## config.mk

```make
export PLATFORM = sky130hd
export DESIGN_NAME = uart_control_and_buffer
export DESIGN_NICKNAME = d
export VERILOG_FILES = /design/src/hdl/uart_pkg.sv /design/src/hdl/uart_receiver.sv /design/src/hdl/uart_control_and_buffer.sv
export SDC_FILE = /design/constraint.sdc
export NUM_CORES = 1
export LEC_CHECK = 0
export CORE_MARGIN = 5
export CORE_UTILIZATION = 55
export DETAILED_ROUTE_END_ITERATION = 8
export DONT_BUFFER_PORTS = 1
export GPL_ROUTABILITY_DRIVEN = 0
export HOLD_SLACK_MARGIN = 0.02
export PLACE_DENSITY = 0.73
export SYNTH_ARGS = -nofsm -noshare
export SYNTH_HDL_FRONTEND = slang
export SYNTH_SLANG_ARGS = --single-unit
```

## constraint.sdc

```tcl
create_clock -name clk -period 1.9 [get_ports clk]
set_input_delay 0.19 -clock clk [delete_from_list [all_inputs] [get_ports clk]]
set_output_delay 0.19 -clock clk [all_outputs]
set_load 0.01 [all_outputs]
```

## src/hdl/uart_pkg.sv

```systemverilog
/*
  package for the serial port: register addresses, control bit positions,
  reset values and the frame constants.
  assumes an 8-bit special-function-register bus on the processor side.
*/
package uart_pkg;

  // ----------------------------------------------------------------
  // register addresses
  // ----------------------------------------------------------------
  localparam logic [7:0] CONTROL_ADDR = 8'h98;
  localparam logic [7:0] DATA_ADDR = 8'h99;

  // ----------------------------------------------------------------
  // control bit positions
  // ----------------------------------------------------------------
  localparam int FORMAT_BIT = 7;
  localparam int UNUSED_BIT = 6;
  localparam int MULTIPROC_BIT = 5;
  localparam int RX_ENABLE_BIT = 4;
  localparam int NINTH_TX_BIT = 3;
  localparam int NINTH_RX_BIT = 2;
  localparam int TX_DONE_BIT = 1;
  localparam int RX_DONE_BIT = 0;

  // ----------------------------------------------------------------
  // reset values
  // ----------------------------------------------------------------
  localparam logic [7:0] CONTROL_RESET = 8'h40;
  localparam logic [7:0] DATA_RESET = 8'h00;

  // ----------------------------------------------------------------
  // frame timing, in ticks of sixteen per bit
  // ----------------------------------------------------------------
  localparam logic [3:0] TICKS_LAST = 4'hf;
  localparam logic [3:0] TICKS_MID = 4'h7;
  localparam logic [3:0] DATA_BITS_LAST = 4'h7;

  // sfr bus request
  typedef struct packed {
    logic wr;
    logic rd;
    logic [7:0] addr;
    logic [7:0] wdata;
  } sfr_req_t;

  // received frame handed from the receiver
  typedef struct packed {
    logic valid;
    logic [7:0] data;
    logic ninth;
    logic stop;
  } rx_frame_t;

endpackage : uart_pkg

```

## src/hdl/uart_receiver.sv

```systemverilog
/*
  serial receiver: finds the start bit, samples data at mid-bit and
  reports each complete frame as a one-cycle pulse.
  assumes rx_sync is already brought into the clock domain and that
  baud_tick comes sixteen times per bit.
*/
`timescale 1ns/1ps
`default_nettype none
module uart_receiver
  import uart_pkg::*;
(
  input wire logic clk,
  input wire logic rst_n,
  input wire logic baud_tick,
  input wire logic rx_sync,
  input wire logic nine_bit,
  input wire logic enable,
  output uart_pkg::rx_frame_t frame
);

  typedef enum logic [2:0] {
    RX_IDLE = 3'b000,
    RX_START = 3'b001,
    RX_DATA = 3'b010,
    RX_NINTH = 3'b011,
    RX_STOP = 3'b100
  } rx_state_t;

  rx_state_t state_reg, state_next;
  logic [3:0] tick_reg, tick_next;
  logic [3:0] bit_reg, bit_next;
  logic [7:0] shift_reg, shift_next;
  logic ninth_reg, ninth_next;
  rx_frame_t frame_reg, frame_next;
  logic prev_reg;
  // start on a falling edge only, so a low stop bit cannot restart
  wire fall = prev_reg && !rx_sync;
  wire sample = baud_tick && (tick_reg == TICKS_MID);
  wire bit_end = baud_tick && (tick_reg == TICKS_LAST);

  always_comb begin
    state_next = state_reg;
    tick_next = baud_tick ? tick_reg + 4'h1 : tick_reg;
    bit_next = bit_reg;
    shift_next = shift_reg;
    ninth_next = ninth_reg;
    frame_next = '0;
    unique case (state_reg)
      RX_IDLE: begin
        tick_next = '0;
        // no new frame starts while reception is off [RULE6]
        if (enable && fall) begin
          state_next = RX_START;
        end
      end
      RX_START: begin
        if (sample && rx_sync) begin
          state_next = RX_IDLE;
        end else if (bit_end) begin
          state_next = RX_DATA;
          bit_next = '0;
        end
      end
      RX_DATA: begin
        // lsb first [RULE2]
        if (sample) begin
          shift_next = {rx_sync, shift_reg[7:1]};
        end
        if (bit_end) begin
          bit_next = bit_reg + 4'h1;
          if (bit_reg == DATA_BITS_LAST) begin
            state_next = nine_bit ? RX_NINTH : RX_STOP;
          end
        end
      end
      RX_NINTH: begin
        if (sample) begin
          ninth_next = rx_sync;
        end
        if (bit_end) begin
          state_next = RX_STOP;
        end
      end
      RX_STOP: begin
        // frame reported at stop sampling [RULE10]
        if (sample) begin
          frame_next = '{valid: 1'b1, data: shift_reg, ninth: ninth_reg,
                         stop: rx_sync};
          state_next = RX_IDLE;
        end
      end
      default: state_next = RX_IDLE;
    endcase
  end

  always_ff @(posedge clk) begin
    if (!rst_n) begin
      state_reg <= RX_IDLE;
      tick_reg <= '0;
      bit_reg <= '0;
      shift_reg <= '0;
      ninth_reg <= 1'b0;
      frame_reg <= '0;
      prev_reg <= 1'b1;
    end else begin
      state_reg <= state_next;
      tick_reg <= tick_next;
      bit_reg <= bit_next;
      shift_reg <= shift_next;
      ninth_reg <= ninth_next;
      frame_reg <= frame_next;
      prev_reg <= rx_sync;
    end
  end

  assign frame = frame_reg;

endmodule : uart_receiver
`default_nettype wire

```

## src/hdl/uart_control_and_buffer.sv

```systemverilog
/*
  serial port zero: control register, data buffer, transmitter, and the
  receive acceptance logic around the receiver module.
  assumes a single-cycle sfr bus from the processor, a timer 1 overflow
  tick at sixteen times the bit rate, and an asynchronous rx pin.
*/
// What this block does
// [RULE1] format bit: clear selects 8-bit frames, set selects 9-bit frames.
// [RULE2] 9-bit frame: start, eight data lsb first, ninth bit, stop.
// [RULE3] frame loaded only if receive flag clear and multiproc check passes.
// [RULE4] 8-bit mode with multiproc bit set needs a high stop bit.
// [RULE5] 9-bit mode with multiproc bit set needs a high ninth bit.
// [RULE6] receive enable low stops new frames from starting; a frame already under way still completes. High allows reception.
// [RULE7] 9-bit mode sends the ninth transmit bit; 8-bit mode ignores it.
// [RULE8] ninth receive bit takes stop bit in 8-bit, ninth bit in 9-bit.
// [RULE9] transmit flag after eighth bit, or at stop start in 9-bit mode.
// [RULE10] receive flag sets when the stop bit is sampled.
// [RULE11] either flag set raises the interrupt request while enabled.
// [RULE12] flags are cleared only by software writing zero.
// [RULE13] data buffer write loads the shifter and starts transmission.
// [RULE14] data buffer read returns the receive latch, never tx data.
// [RULE15] software picks timer 1 reload for the wanted bit rate.
// [RULE16] bit timing advances only on the timer 1 overflow tick.
`timescale 1ns/1ps
`default_nettype none
module uart_control_and_buffer
  import uart_pkg::*;
(
  input wire logic clk,
  input wire logic rst_n,
  input wire uart_pkg::sfr_req_t sfr_req,
  output logic [7:0] sfr_rdata,
  input wire logic timer1_tick,
  input wire logic irq_enable,
  output logic irq_request,
  input wire logic rx_pin,
  output logic tx_pin
);

  typedef enum logic [2:0] {
    TX_IDLE = 3'b000,
    TX_START = 3'b001,
    TX_DATA = 3'b010,
    TX_NINTH = 3'b011,
    TX_STOP = 3'b100
  } tx_state_t;

  // ----------------------------------------------------------------
  // registers
  // ----------------------------------------------------------------
  logic [7:0] control_reg, control_next;
  logic [7:0] rx_latch_reg, rx_latch_next;
  logic [7:0] tx_shift_reg, tx_shift_next;
  tx_state_t tx_state_reg, tx_state_next;
  logic [3:0] tx_tick_reg, tx_tick_next;
  logic [3:0] tx_bit_reg, tx_bit_next;
  logic tx_pin_reg, tx_pin_next;
  logic [7:0] rdata_reg, rdata_next;
  logic irq_reg;
  logic rx_meta_reg, rx_sync_reg;
  rx_frame_t rx_frame;

  // ----------------------------------------------------------------
  // decode
  // ----------------------------------------------------------------
  wire nine_bit = control_reg[FORMAT_BIT]; // [RULE1]
  wire multiproc = control_reg[MULTIPROC_BIT];
  wire ctl_wr = sfr_req.wr && (sfr_req.addr == CONTROL_ADDR);
  wire data_wr = sfr_req.wr && (sfr_req.addr == DATA_ADDR);
  wire ctl_rd = sfr_req.rd && (sfr_req.addr == CONTROL_ADDR);
  wire data_rd = sfr_req.rd && (sfr_req.addr == DATA_ADDR);
  wire tx_bit_end = timer1_tick && (tx_tick_reg == TICKS_LAST); // [RULE16]
  wire tx_last_data = tx_bit_end && (tx_bit_reg == DATA_BITS_LAST);
  // tx done: after bit eight in 8-bit mode, stop start in 9-bit [RULE9]
  wire tx_done_evt = nine_bit ? (tx_state_reg == TX_NINTH && tx_bit_end)
                              : (tx_state_reg == TX_DATA && tx_last_data);
  // multiproc check: stop bit in 8-bit, ninth bit in 9-bit [RULE4] [RULE5]
  wire mp_ok = !multiproc || (nine_bit ? rx_frame.ninth : rx_frame.stop);
  // accept only into a clear flag [RULE3]
  wire rx_accept = rx_frame.valid && !control_reg[RX_DONE_BIT] && mp_ok;
  // ninth receive bit source [RULE8]
  wire ninth_rx_val = nine_bit ? rx_frame.ninth : rx_frame.stop;

  // ----------------------------------------------------------------
  // control register
  // ----------------------------------------------------------------
  always_comb begin
    control_next = control_reg;
    if (ctl_wr) begin
      control_next = sfr_req.wdata;
      control_next[UNUSED_BIT] = 1'b1;
    end
    // hardware only sets the flags, set beats a clearing write [RULE12]
    if (tx_done_evt) begin
      control_next[TX_DONE_BIT] = 1'b1;
    end
    if (rx_accept) begin
      control_next[NINTH_RX_BIT] = ninth_rx_val; // [RULE8]
      control_next[RX_DONE_BIT] = 1'b1; // [RULE10]
    end
  end

  assign rx_latch_next = rx_accept ? rx_frame.data : rx_latch_reg; // [RULE3]

  // ----------------------------------------------------------------
  // read path
  // ----------------------------------------------------------------
  // data read sees the receive latch only [RULE14]
  assign rdata_next = ctl_rd ? control_next :
                      data_rd ? rx_latch_reg : 8'h00;

  // ----------------------------------------------------------------
  // transmitter
  // ----------------------------------------------------------------
  always_comb begin
    tx_state_next = tx_state_reg;
    tx_shift_next = tx_shift_reg;
    tx_bit_next = tx_bit_reg;
    tx_tick_next = timer1_tick ? tx_tick_reg + 4'h1 : tx_tick_reg;
    tx_pin_next = tx_pin_reg;
    unique case (tx_state_reg)
      TX_IDLE: begin
        tx_pin_next = 1'b1;
        tx_tick_next = '0;
      end
      TX_START: begin
        tx_pin_next = 1'b0;
        if (tx_bit_end) begin
          tx_state_next = TX_DATA;
          tx_bit_next = '0;
          tx_pin_next = tx_shift_reg[0];
        end
      end
      TX_DATA: begin
        // lsb first [RULE2]
        if (tx_bit_end) begin
          tx_bit_next = tx_bit_reg + 4'h1;
          tx_shift_next = {1'b0, tx_shift_reg[7:1]};
          tx_pin_next = tx_shift_reg[1];
          if (tx_last_data) begin
            tx_state_next = nine_bit ? TX_NINTH : TX_STOP;
            // ninth bit only in 9-bit mode [RULE7]
            tx_pin_next = nine_bit ? control_reg[NINTH_TX_BIT] : 1'b1;
          end
        end
      end
      TX_NINTH: begin
        if (tx_bit_end) begin
          tx_state_next = TX_STOP;
          tx_pin_next = 1'b1;
        end
      end
      TX_STOP: begin
        tx_pin_next = 1'b1;
        if (tx_bit_end) begin
          tx_state_next = TX_IDLE;
        end
      end
      default: tx_state_next = TX_IDLE;
    endcase
    // a buffer write loads and starts at once [RULE13]
    if (data_wr) begin
      tx_shift_next = sfr_req.wdata;
      tx_state_next = TX_START;
      tx_tick_next = '0;
      tx_pin_next = 1'b0;
    end
  end

  // ----------------------------------------------------------------
  // receiver
  // ----------------------------------------------------------------
  uart_receiver rx_unit (
    .clk(clk),
    .rst_n(rst_n),
    .baud_tick(timer1_tick), // [RULE16]
    .rx_sync(rx_sync_reg),
    .nine_bit(nine_bit),
    .enable(control_reg[RX_ENABLE_BIT]), // [RULE6]
    .frame(rx_frame)
  );

  // ----------------------------------------------------------------
  // state
  // ----------------------------------------------------------------
  always_ff @(posedge clk) begin
    if (!rst_n) begin
      control_reg <= CONTROL_RESET;
      rx_latch_reg <= DATA_RESET;
      tx_shift_reg <= DATA_RESET;
      tx_state_reg <= TX_IDLE;
      tx_tick_reg <= '0;
      tx_bit_reg <= '0;
      tx_pin_reg <= 1'b1;
      rdata_reg <= 8'h00;
      irq_reg <= 1'b0;
      rx_meta_reg <= 1'b1;
      rx_sync_reg <= 1'b1;
    end else begin
      control_reg <= control_next;
      rx_latch_reg <= rx_latch_next;
      tx_shift_reg <= tx_shift_next;
      tx_state_reg <= tx_state_next;
      tx_tick_reg <= tx_tick_next;
      tx_bit_reg <= tx_bit_next;
      tx_pin_reg <= tx_pin_next;
      rdata_reg <= rdata_next;
      // request follows either flag while enabled [RULE11]
      irq_reg <= irq_enable &&
                 (control_next[TX_DONE_BIT] || control_next[RX_DONE_BIT]);
      rx_meta_reg <= rx_pin;
      rx_sync_reg <= rx_meta_reg;
    end
  end

  assign sfr_rdata = rdata_reg;
  assign irq_request = irq_reg;
  assign tx_pin = tx_pin_reg;

endmodule : uart_control_and_buffer
`default_nettype wire

```

# ---- After elaboration in Yosys (flattened, before gate mapping)
# Cells that the tools add are included.
dict set report word_totals {
  register_bits 79
  in_bits 23
  output_inout_bits 10
  elab_cells 147
}
dict set report classes {
  n_addsub 4
  n_eq_ne 34
  muxes 42
  n_bitwise 2
  reduce_logical 43
}
# op count
set op_table {}
lappend op_table {{$mux W8} 6}
lappend op_table {{$mux W3} 13}
lappend op_table {{$pmux W3 S5} 2}
lappend op_table {{$mux W4} 5}
lappend op_table {{$reduce_and A6 Y1} 3}
lappend op_table {{$add A4 B1 Y4 const B} 4}
lappend op_table {{$eq A8 B8 Y1 const B} 2}
lappend op_table {{$logic_and A1 B1 Y1} 16}
lappend op_table {{$pmux W4 S2} 2}
lappend op_table {{$ne A3 B3 Y1 const B} 5}
lappend op_table {{$ne A2 B2 Y1 const B} 7}
lappend op_table {{$eq A3 B2 Y1 const B} 4}
lappend op_table {{$eq A4 B3 Y1 const B} 3}
lappend op_table {{$mux W1} 12}
lappend op_table {{$ne A2 B1 Y1 const B} 6}
lappend op_table {{$mux W11} 1}
lappend op_table {{$reduce_and A3 Y1} 3}
lappend op_table {{$eq A4 B4 Y1 const B} 2}
lappend op_table {{$reduce_and A2 Y1} 4}
lappend op_table {{$reduce_bool A2 Y1} 4}
lappend op_table {{$eq A3 B1 Y1 const B} 2}
lappend op_table {{$eq A3 B3 Y1 const B} 2}
lappend op_table {{$logic_not A3 Y1} 2}
lappend op_table {{$reduce_or A2 Y1} 3}
lappend op_table {{other kinds (8)} 12}

# ---- Depth between registers and ports, before layout
# Gate-level depths: netlist of the first run.
dict set report logic_depth {
  word_depth 8
  ltp_mapped 6
  mapped_depth_nobuf 5
}

# ---- Hierarchy
# A second synthesis of the first run with hierarchy kept.
dict set report unflattened {
  cells_unflattened 378
  hier_area_um2 3493.4
}
# module n_inst cells_each area_each_um2 seq_area_each_um2
set modules_own_cells {}
lappend modules_own_cells {uart_control_and_buffer 1 235 2143.3 940.9}
lappend modules_own_cells {uart_receiver 1 143 1350.0 640.6}

# ---- Worst setup path after synthesis of the first run
# OpenSTA, ideal clock, no wires.
dict set report synth_timing {
  kind {flip-flop to flip-flop}
  start {reg tx_tick_reg[0]}
  end {reg tx_pin_reg (netlist: tx_pin)}
  setup_time_ps 141
  arrival_time_ps 1698
  required_ps 1759
  path_slack_ps 61
  path_stages_with_launch 6
  n_path_buf 0
  synth_period_minus_slack_ps 1839
  path_cell_list {dfxtp_1 -> ha_1 -> nand4_4 -> or4_1 -> a2111oi_1 -> o311ai_1}
}
dict set report synth_via {
  elab_chain_cells 7
  elab_cells_between_ends 11
  cone_classes {eq/ne: 3; mux: 5; reduce/logical: 3}
}
# item line
set synth_rtl {}
lappend synth_rtl {{start, declared} uart_control_and_buffer.sv:55} ;# logic [3:0] tx_tick_reg, tx_tick_next;
lappend synth_rtl {{start signal, assigned} uart_control_and_buffer.sv:204} ;# tx_tick_reg <= tx_tick_next;
lappend synth_rtl {{$eq A4 B4 Y1 (*)} uart_control_and_buffer.sv:72} ;# wire tx_bit_end = timer1_tick && (tx_tick_reg == TICKS_LAST);
lappend synth_rtl {{$logic_and A1 B1 Y1 (*)} uart_control_and_buffer.sv:72}
lappend synth_rtl {{$logic_and A1 B1 Y1} uart_control_and_buffer.sv:73} ;# wire tx_last_data = tx_bit_end && (tx_bit_reg == DATA_BITS_LAST);
lappend synth_rtl {{$mux W1} uart_control_and_buffer.sv:140} ;# if (tx_last_data) begin
lappend synth_rtl {{$mux W1} uart_control_and_buffer.sv:136} ;# if (tx_bit_end) begin
lappend synth_rtl {{$pmux W1 S4} uart_control_and_buffer.sv:121} ;# unique case (tx_state_reg)
lappend synth_rtl {{$mux W1} uart_control_and_buffer.sv:162} ;# if (data_wr) begin
lappend synth_rtl {{end signal, assigned} uart_control_and_buffer.sv:206} ;# tx_pin_reg <= tx_pin_next;
lappend synth_rtl {{end, declared} uart_control_and_buffer.sv:57} ;# logic tx_pin_reg, tx_pin_next;
# Mark *: on every way between the ends. The rest lies on a longest branch, timed or not. The select of a mux whose other input is x is not followed.
# A chain may end at the register's enable or synchronous reset.

# ---- Final worst setup path of the first run
dict set report layout_timing {
  start {reg tx_tick_reg[1]}
  end {reg tx_pin_reg (netlist: tx_pin)}
}
# Same word-level chain as after synthesis.

==> results of run 1 <==
## area by class of cell
| cell class | instances | area, sq um |
|---|---|---|
| Clock buffer | 11 | 151 |
| Inverter | 14 | 52.6 |
| Sequential cell | 79 | 1590 |
| Clock inverter | 5 | 40.0 |
| Fill cell | 494 | 2130 |
| Timing Repair Buffer | 26 | 220 |
| Tap cell | 75 | 93.8 |
| Multi-Input combinational cell | 248 | 1720 |
## cells in the final DEF, fill, tap and decap left out, types with 3 or more instances in the layout
master,netlist,routed
sky130_fd_sc_hd__dfxtp_1,79,75
sky130_fd_sc_hd__a21oi_1,19,19
sky130_fd_sc_hd__clkinv_4,0,3
sky130_fd_sc_hd__a211oi_1,4,4
sky130_fd_sc_hd__and2_1,11,11
sky130_fd_sc_hd__o21a_1,4,4
sky130_fd_sc_hd__nand4_1,3,3
sky130_fd_sc_hd__nand3b_1,4,4
sky130_fd_sc_hd__mux2i_1,34,34
sky130_fd_sc_hd__nand2b_1,7,7
sky130_fd_sc_hd__o22ai_1,6,6
sky130_fd_sc_hd__nand2_1,20,20
sky130_fd_sc_hd__a211o_1,3,3
sky130_fd_sc_hd__inv_1,11,11
sky130_fd_sc_hd__xnor2_1,5,5
sky130_fd_sc_hd__dfxtp_2,0,4
sky130_fd_sc_hd__inv_2,3,3
sky130_fd_sc_hd__xor2_1,4,4
sky130_fd_sc_hd__nor3b_1,3,3
sky130_fd_sc_hd__nor2_1,42,42
sky130_fd_sc_hd__clkbuf_8,0,11
sky130_fd_sc_hd__o21bai_1,3,3
sky130_fd_sc_hd__dlygate4sd3_1,0,10
sky130_fd_sc_hd__o21ai_0,7,7
sky130_fd_sc_hd__nand3_1,8,8
sky130_fd_sc_hd__buf_4,1,16
sky130_fd_sc_hd__o31a_1,3,3
sky130_fd_sc_hd__nor3_1,8,8
## report_power, final
| part | internal [uW] | switching (uW) | total (uW) | leakage [uW] |
|---|---|---|---|---|
| combinational | 31.7 | 36.0 | 67.7 | 0.000579 |
| clock | 555 | 607 | 1160 | 0.0000999 |
| sequential | 1660 | 4.97 | 1660 | 0.000639 |
## stage by stage
step / util (%) / instance area [sq um] / total power (uW) / cells
final: 64.5 / 3860 / 2900 / 458
after global routing: 64.5 / 3860 / 3010 / 458
after CTS: 63.9 / 3830 / 2930 / 457
after detailed placement: 59.1 / 3540 / 1750 / 432
after global placement: 59.1 / 3540 / 1750 / 432
after floorplan: - / 3420 / 1750 / 363
## cell families (layout without fill, tap and decap cells)
logic type / after synthesis / in the layout / synth area share [%]
XOR/XNOR: 9 / 9 / 2.30
AND/OR/NAND/NOR: 132 / 132 / 21.9
multiplexers: 34 / 34 / 9.95
AO/OA/AOI/OAI: 69 / 69 / 13.9
adder cells (fa/ha/maj): 4 / 4 / 1.46
flip-flops: 79 / 79 / 46.2
buffers and inverters: 36 / 56 / 4.32
## worst max-delay path, delay by kind of cell (launching register included)
family	cells	cell delay, ns
AOI/OAI and AO/OA	2	0.43
adders and majority gates	1	0.20
and+or+nand+nor	2	0.66
DFF	1	0.34
## worst max-delay path by stage
stage / depth (start not counted) / endpoint / start / slack, ns
floorplan: 5 / tx_pin$_SDFFE_PN1P_ / tx_tick_reg[0]$_SDFFE_PP0P_ / 0.06
global placement: 5 / tx_pin$_SDFFE_PN1P_ / tx_tick_reg[1]$_SDFFE_PP0P_ / 0.07
detailed placement: 5 / tx_pin$_SDFFE_PN1P_ / tx_tick_reg[1]$_SDFFE_PP0P_ / 0.005
CTS: 5 / tx_pin$_SDFFE_PN1P_ / tx_bit_reg[0]$_SDFFE_PN0P_ / 0.002
global route: 5 / rx_unit.bit_reg[3]$_SDFFE_PN0P_ / rx_unit.tick_reg[0]$_SDFFE_PP0P_ / 0.003
finish: 5 / tx_pin$_SDFFE_PN1P_ / tx_tick_reg[1]$_SDFFE_PP0P_ / 0.12
## routing by layer
metal | GRT usage (%) | vias up
met5 | 0 | -
met4 | 5.91 | 0
met3 | 5.68 | 5
met2 | 29.8 | 54
met1 | 23.8 | 1207
li1 | - | 1328
## what timing repair did
| item | in CTS | in global routing |
|---|---|---|
| endpoints found under the setup margin | 1 | 3 |
| pin swaps | 0 | 2 |
| resized for setup | 1 | 8 |
| setup buffers | 0 | 0 |
| endpoints found under the hold margin | 22 | 1 |
| hold buffers | 9 | 1 |
==> flow_metrics.tcl, run 1 <==
set metrics [dict create \
    first_pass_iters 4 \
    synthDominantCellAreaShare_pct 46.2 \
    port_buffers 0 \
    power_leakage_uw 0.00132 \
    grtUsageTotal_pct 18.5 \
    routed.top_layer "met4" \
    initial_core_utilization_pct 57.1 \
    detailed_route_vias_per_instance 5.66 \
    grt_pass1_vias 2479 \
    min_path_type "input port to flop" \
    synth_enable_flop_cells 0 \
    remaining_drc_errors 0 \
    synth_area_leader_cell "sky130_fd_sc_hd__dfxtp_1" \
    clock_sink_count 79 \
    finalCritPeriodShare_pct 93.8 \
    min_delay_path_depth 2 \
    die_area_sq_um 7900 \
    worst_path_max_delay_cell "sky130_fd_sc_hd__or4_4" \
    clock_path_buffers 2 \
    postSynthAreaPerCell_sq_um 9.42 \
    place_ws_ns 0.00469 \
    synth.ff_latch_count 79 \
    worstSkewPairLatency_ns 0.34 \
    peakVddDrop_mv 0.516 \
    met1_length_mm 3.13 \
    unrepaired_setup_endpoints_after_global_routing "false" \
    worst_setup_path_end_kind "flop" \
    worstHoldEndpoint "control_reg[4]$_SDFF_PN0_" \
    path_cells "ha_2 -> nand4_4 -> or4_4 -> a2111oi_4 -> o311ai_1" \
    wl_met2_mm 3.17 \
    timing.critical_path.required_ns 2.09 \
    hold-worst-slack_ns 0.0368 \
    worstReg2RegStart "tx_tick_reg[1]$_SDFFE_PP0P_" \
    max_slew.worst_pin.slew_ns 0.582 \
    ys_top_cells_by_area "sky130_fd_sc_hd__dfxtp_1, sky130_fd_sc_hd__mux2i_1, sky130_fd_sc_hd__nor2_1" \
    1st_iter_drt_viols 158 \
    worstRegToRegCells 5 \
    r2r_end "tx_pin$_SDFFE_PN1P_" \
    post_route_cells_drive_above_1_share_pct 12.5 \
    timing.fmax_mhz 561 \
    tns_ns 0 \
    final_net_count 405 \
    crit_arrival_ns 1.97 \
    maxCapViolations 0 \
    total_congestion_overflow 0 \
    finalMaxSlewViolations 0 \
    fp.dieW_um 88.9 \
    timing.clock.skew_ns 0.0125 \
    root_buf_cell "sky130_fd_sc_hd__clkbuf_8" \
    postSynth.asyncResetShare_pct 0 \
    synth_sequential_area_ratio_pct 46.2 \
    route.detailed.wl_per_inst_um 14.8 \
    worst_hold_startpoint "sfr_req[4]" \
    area_growth_pct 12.9 \
    met3RoutedLength_um 430 \
    rows 28 \
    post_synth_num_cell_types 60 \
    die_h_um 88.9 \
    cts.htree.levels 3 \
    grt_pass1_wl_mm 11.5 \
    setup_viol 0 \
    detailroute.via_count 2594 \
    result_of_the_run "completed" \
    power.density_cell_area_nw_per_um2 750 \
    synth-warning-count 0 \
    grt_antenna_before_repair 0 \
    syn_area_sq_um 3420 \
    yosysMostFrequentCell "sky130_fd_sc_hd__dfxtp_1" \
    timing_worst_setup_path_type "flop to flop" \
    maxSlewHeadroom_pct 61.0 \
    postLayoutSetupSlackWorst_ns 0.117 \
    maximum_net_fanout_on_the_critical_path 7 \
    crit_path_start_kind "flop" \
    detail_route.wirelength_mm 6.78 \
    clkTransAtPathRegs_ns 0.08 \
    place.detailed.hpwl_mm 4.62 \
    syn-instance-count 363 \
    num_antenna_cells 0 \
    synthFlopType "sky130_fd_sc_hd__dfxtp_1" \
    timing_hold_violations_final 0 \
    synth_nets 390 \
    antenna_violating_nets_post_route 0 \
    tritoncts.num_buffers 9 \
    core_sq_um 5990 \
    post-route-min-period_ns 1.78 \
    grt_start_max_net_pins 34 \
    worst-r2r-setup-slack_ns 0.12 \
    max_stage_delay_ns 0.52 \
    ioPinCount 33 \
    largest_register_ff_count 11 \
    clock_tree_from_tritoncts "built" \
    netlist_top_cells_count "sky130_fd_sc_hd__dfxtp_1, sky130_fd_sc_hd__nor2_1, sky130_fd_sc_hd__mux2i_1" \
]
Power figures use the tool's default switching activity.
==> run 2, diff against run 1 <==
CORE_UTILIZATION = 45   (was 55)
PLACE_DENSITY = default   (was 0.73)
==> run 2 against run 1 <==
  * Final cell count rose by 5.2%
  * Critical path depth did not move
  * Via count fell by 0.39%
  * Critical endpoint unchanged
  * Power rose by 5.2%
  * Hold slack got worse by 0.0072 ns
  * Register-to-register slack got worse by 0.05 ns
  * Sequential share of layout area fell by 0.45 points
  * Highest routed layer unchanged
  * Wire length rose by 4.0%
  * Global-route usage fell by 3.0 points
==> flow_metrics.tcl, run 2 (same netlist as run 1, synthesis figures left out) <==
set metrics [dict create \
    result_of_the_run "completed" \
    finalMaxSlewViolations 0 \
    post-layout-total-power_uw 3040 \
    layout.cells.most_common_list "sky130_fd_sc_hd__dfxtp_1, sky130_fd_sc_hd__nor2_1, sky130_fd_sc_hd__mux2i_1" \
    tritoncts.num_buffers 9 \
    multi_input_comb_area_sq_um 1710 \
    final_common_cell "sky130_fd_sc_hd__dfxtp_1" \
    worst-r2r-setup-slack_ns 0.07 \
    grtUsageTotal_pct 15.6 \
    groute.layer.met1.usage_pct 20.4 \
    worstHoldEndpoint "control_reg[5]$_SDFF_PN0_" \
    rows 31 \
    min_delay_path_depth 2 \
    route.detailed.wl_per_inst_um 14.6 \
    detailroute.via_count 2584 \
    finalCritPeriodShare_pct 96.3 \
    cts.htree.levels 3 \
    final_net_count 405 \
    fillers 677 \
    detailed_route_vias_per_instance 5.36 \
    maximum_net_fanout_on_the_critical_path 5 \
    r2r_end "tx_pin$_SDFFE_PN1P_" \
    first_pass_iters 4 \
    timing_hold_violations_final 0 \
    groute.layer.met2.usage_pct 24.4 \
    path_cells "ha_2 -> nand4_4 -> or4_1 -> a2111oi_2 -> o311ai_1" \
    die_h_um 97.2 \
    maxCapViolations 0 \
    place.detailed.hpwl_mm 4.79 \
    grt_antenna_before_repair 0 \
    antenna_violating_nets_post_route 0 \
    grt_busiest_layer "met2" \
    total_congestion_overflow 0 \
    max_slew.worst_pin.slew_ns 0.561 \
    ioPinCount 33 \
    timing_worst_setup_path_type "flop to flop" \
    worst_setup_path_end_kind "flop" \
    grtUsageMet3_pct 4.88 \
    worstSkewPairLatency_ns 0.36 \
    min_path_type "input port to flop" \
    die_area_sq_um 9440 \
    remaining_drc_errors 0 \
    num_antenna_cells 0 \
    peakVddDrop_mv 0.432 \
    maxSlewHeadroom_pct 62.4 \
    worstRegToRegCells 5 \
    place_ws_ns 0.0431 \
    worst_hold_startpoint "sfr_req[5]" \
    crit_arrival_ns 2.04 \
    postCtsSetupRepairBufs 0 \
    area_growth_pct 13.8 \
    core_sq_um 7330 \
    area.sequential_sq_um 1580 \
    post-route-min-period_ns 1.83 \
    postLayoutCoreUtil_pct 53.1 \
    clock_sink_count 79 \
    worst_setup_path_startpoint "tx_tick_reg[1]$_SDFFE_PP0P_" \
    setup_viol 0 \
    timing.clock.skew_ns 0.0119 \
    detail_route.wirelength_mm 7.05 \
    post_route_cells_drive_above_1_share_pct 11.7 \
    clock_tree_from_tritoncts "built" \
    crit_path_start_kind "flop" \
    hold-worst-slack_ns 0.0297 \
    postLayoutSetupSlackWorst_ns 0.0704 \
    max_stage_delay_ns 0.51 \
    timing.fmax_mhz 547 \
    grt_pass1_wl_mm 12.1 \
    1st_iter_drt_viols 72 \
    fp.dieW_um 97.2 \
    worst_path_max_delay_cell "sky130_fd_sc_hd__or4_1" \
    timing.critical_path.required_ns 2.11 \
    grt_start_max_net_pins 34 \
    clkTransAtPathRegs_ns 0.09 \
    worstReg2RegStart "tx_tick_reg[1]$_SDFFE_PP0P_" \
    initial_core_utilization_pct 46.7 \
    power_leakage_uw 0.00132 \
    port_buffers 0 \
    clock_path_buffers 2 \
    largest_register_ff_count 11 \
    root_buf_cell "sky130_fd_sc_hd__clkbuf_8" \
    grt_pass1_vias 2493 \
    power.density_cell_area_nw_per_um2 782 \
]
## run 2: cell count changes in the layout (fill, tap and decap cells not counted), moves of 2 or more
cell and change:
sky130_fd_sc_hd__clkinv_4 -3, sky130_fd_sc_hd__dfxtp_1 +4, sky130_fd_sc_hd__clkbuf_8 -2, sky130_fd_sc_hd__clkinvlp_4 +2, sky130_fd_sc_hd__inv_8 +2, sky130_fd_sc_hd__dfxtp_2 -4
## run 2: what timing repair did
item,in CTS,in global routing
gates resized for setup,0,4
hold endpoints to repair,25,0
hold buffers,9,0
setup endpoints to repair,0,4
## run 2: final cells by class
cell class              count  area share, %
inverters                  14           1.35
clock buffers               9           3.18
clock inverters             7           2.19
multi-input cells         248           43.9
repair buffers             26           5.59
flip-flops and latches     79           40.6
well taps                  99           3.18
## run 2: worst max-delay path by stage
stage                               end
floorplan           tx_pin$_SDFFE_PN1P_
global placement    tx_pin$_SDFFE_PN1P_
detailed placement  tx_pin$_SDFFE_PN1P_
CTS                 tx_pin$_SDFFE_PN1P_
global route        tx_pin$_SDFFE_PN1P_
finish              tx_pin$_SDFFE_PN1P_
## run 2: per-layer routing
metal,part of all wire [%],vias up
li1,-,1330
met1,47,1210
met2,47,39
met3,4.4,5
met4,1.1,0
met5,0,-
## run 2: worst max-delay path: cells and delay by family, from the launching register on
family	cells	cell delay (ns)
fa+ha+maj	1	0.22
flops	1	0.37
compound gates	2	0.47
simple gates	2	0.64
## run 2: power by group
group | leakage [uW] | internal, uW | switching, uW
combinational | 0.000579 | 31.7 | 36.2
clock | 0.000100 | 634 | 678
sequential | 0.000637 | 1660 | 5.09
total | 0.00132 | 2330 | 719
## run 2: through the flow
step	instance area, sq um	TNS [ns]	std cells
6_report	3890	0	482
5_1_grt	3890	-0.0480	482
4_1_cts	3880	0	482
3_5_place_dp	3580	0	457
3_3_place_gp	3580	0	457
2_1_floorplan	3420	0	363
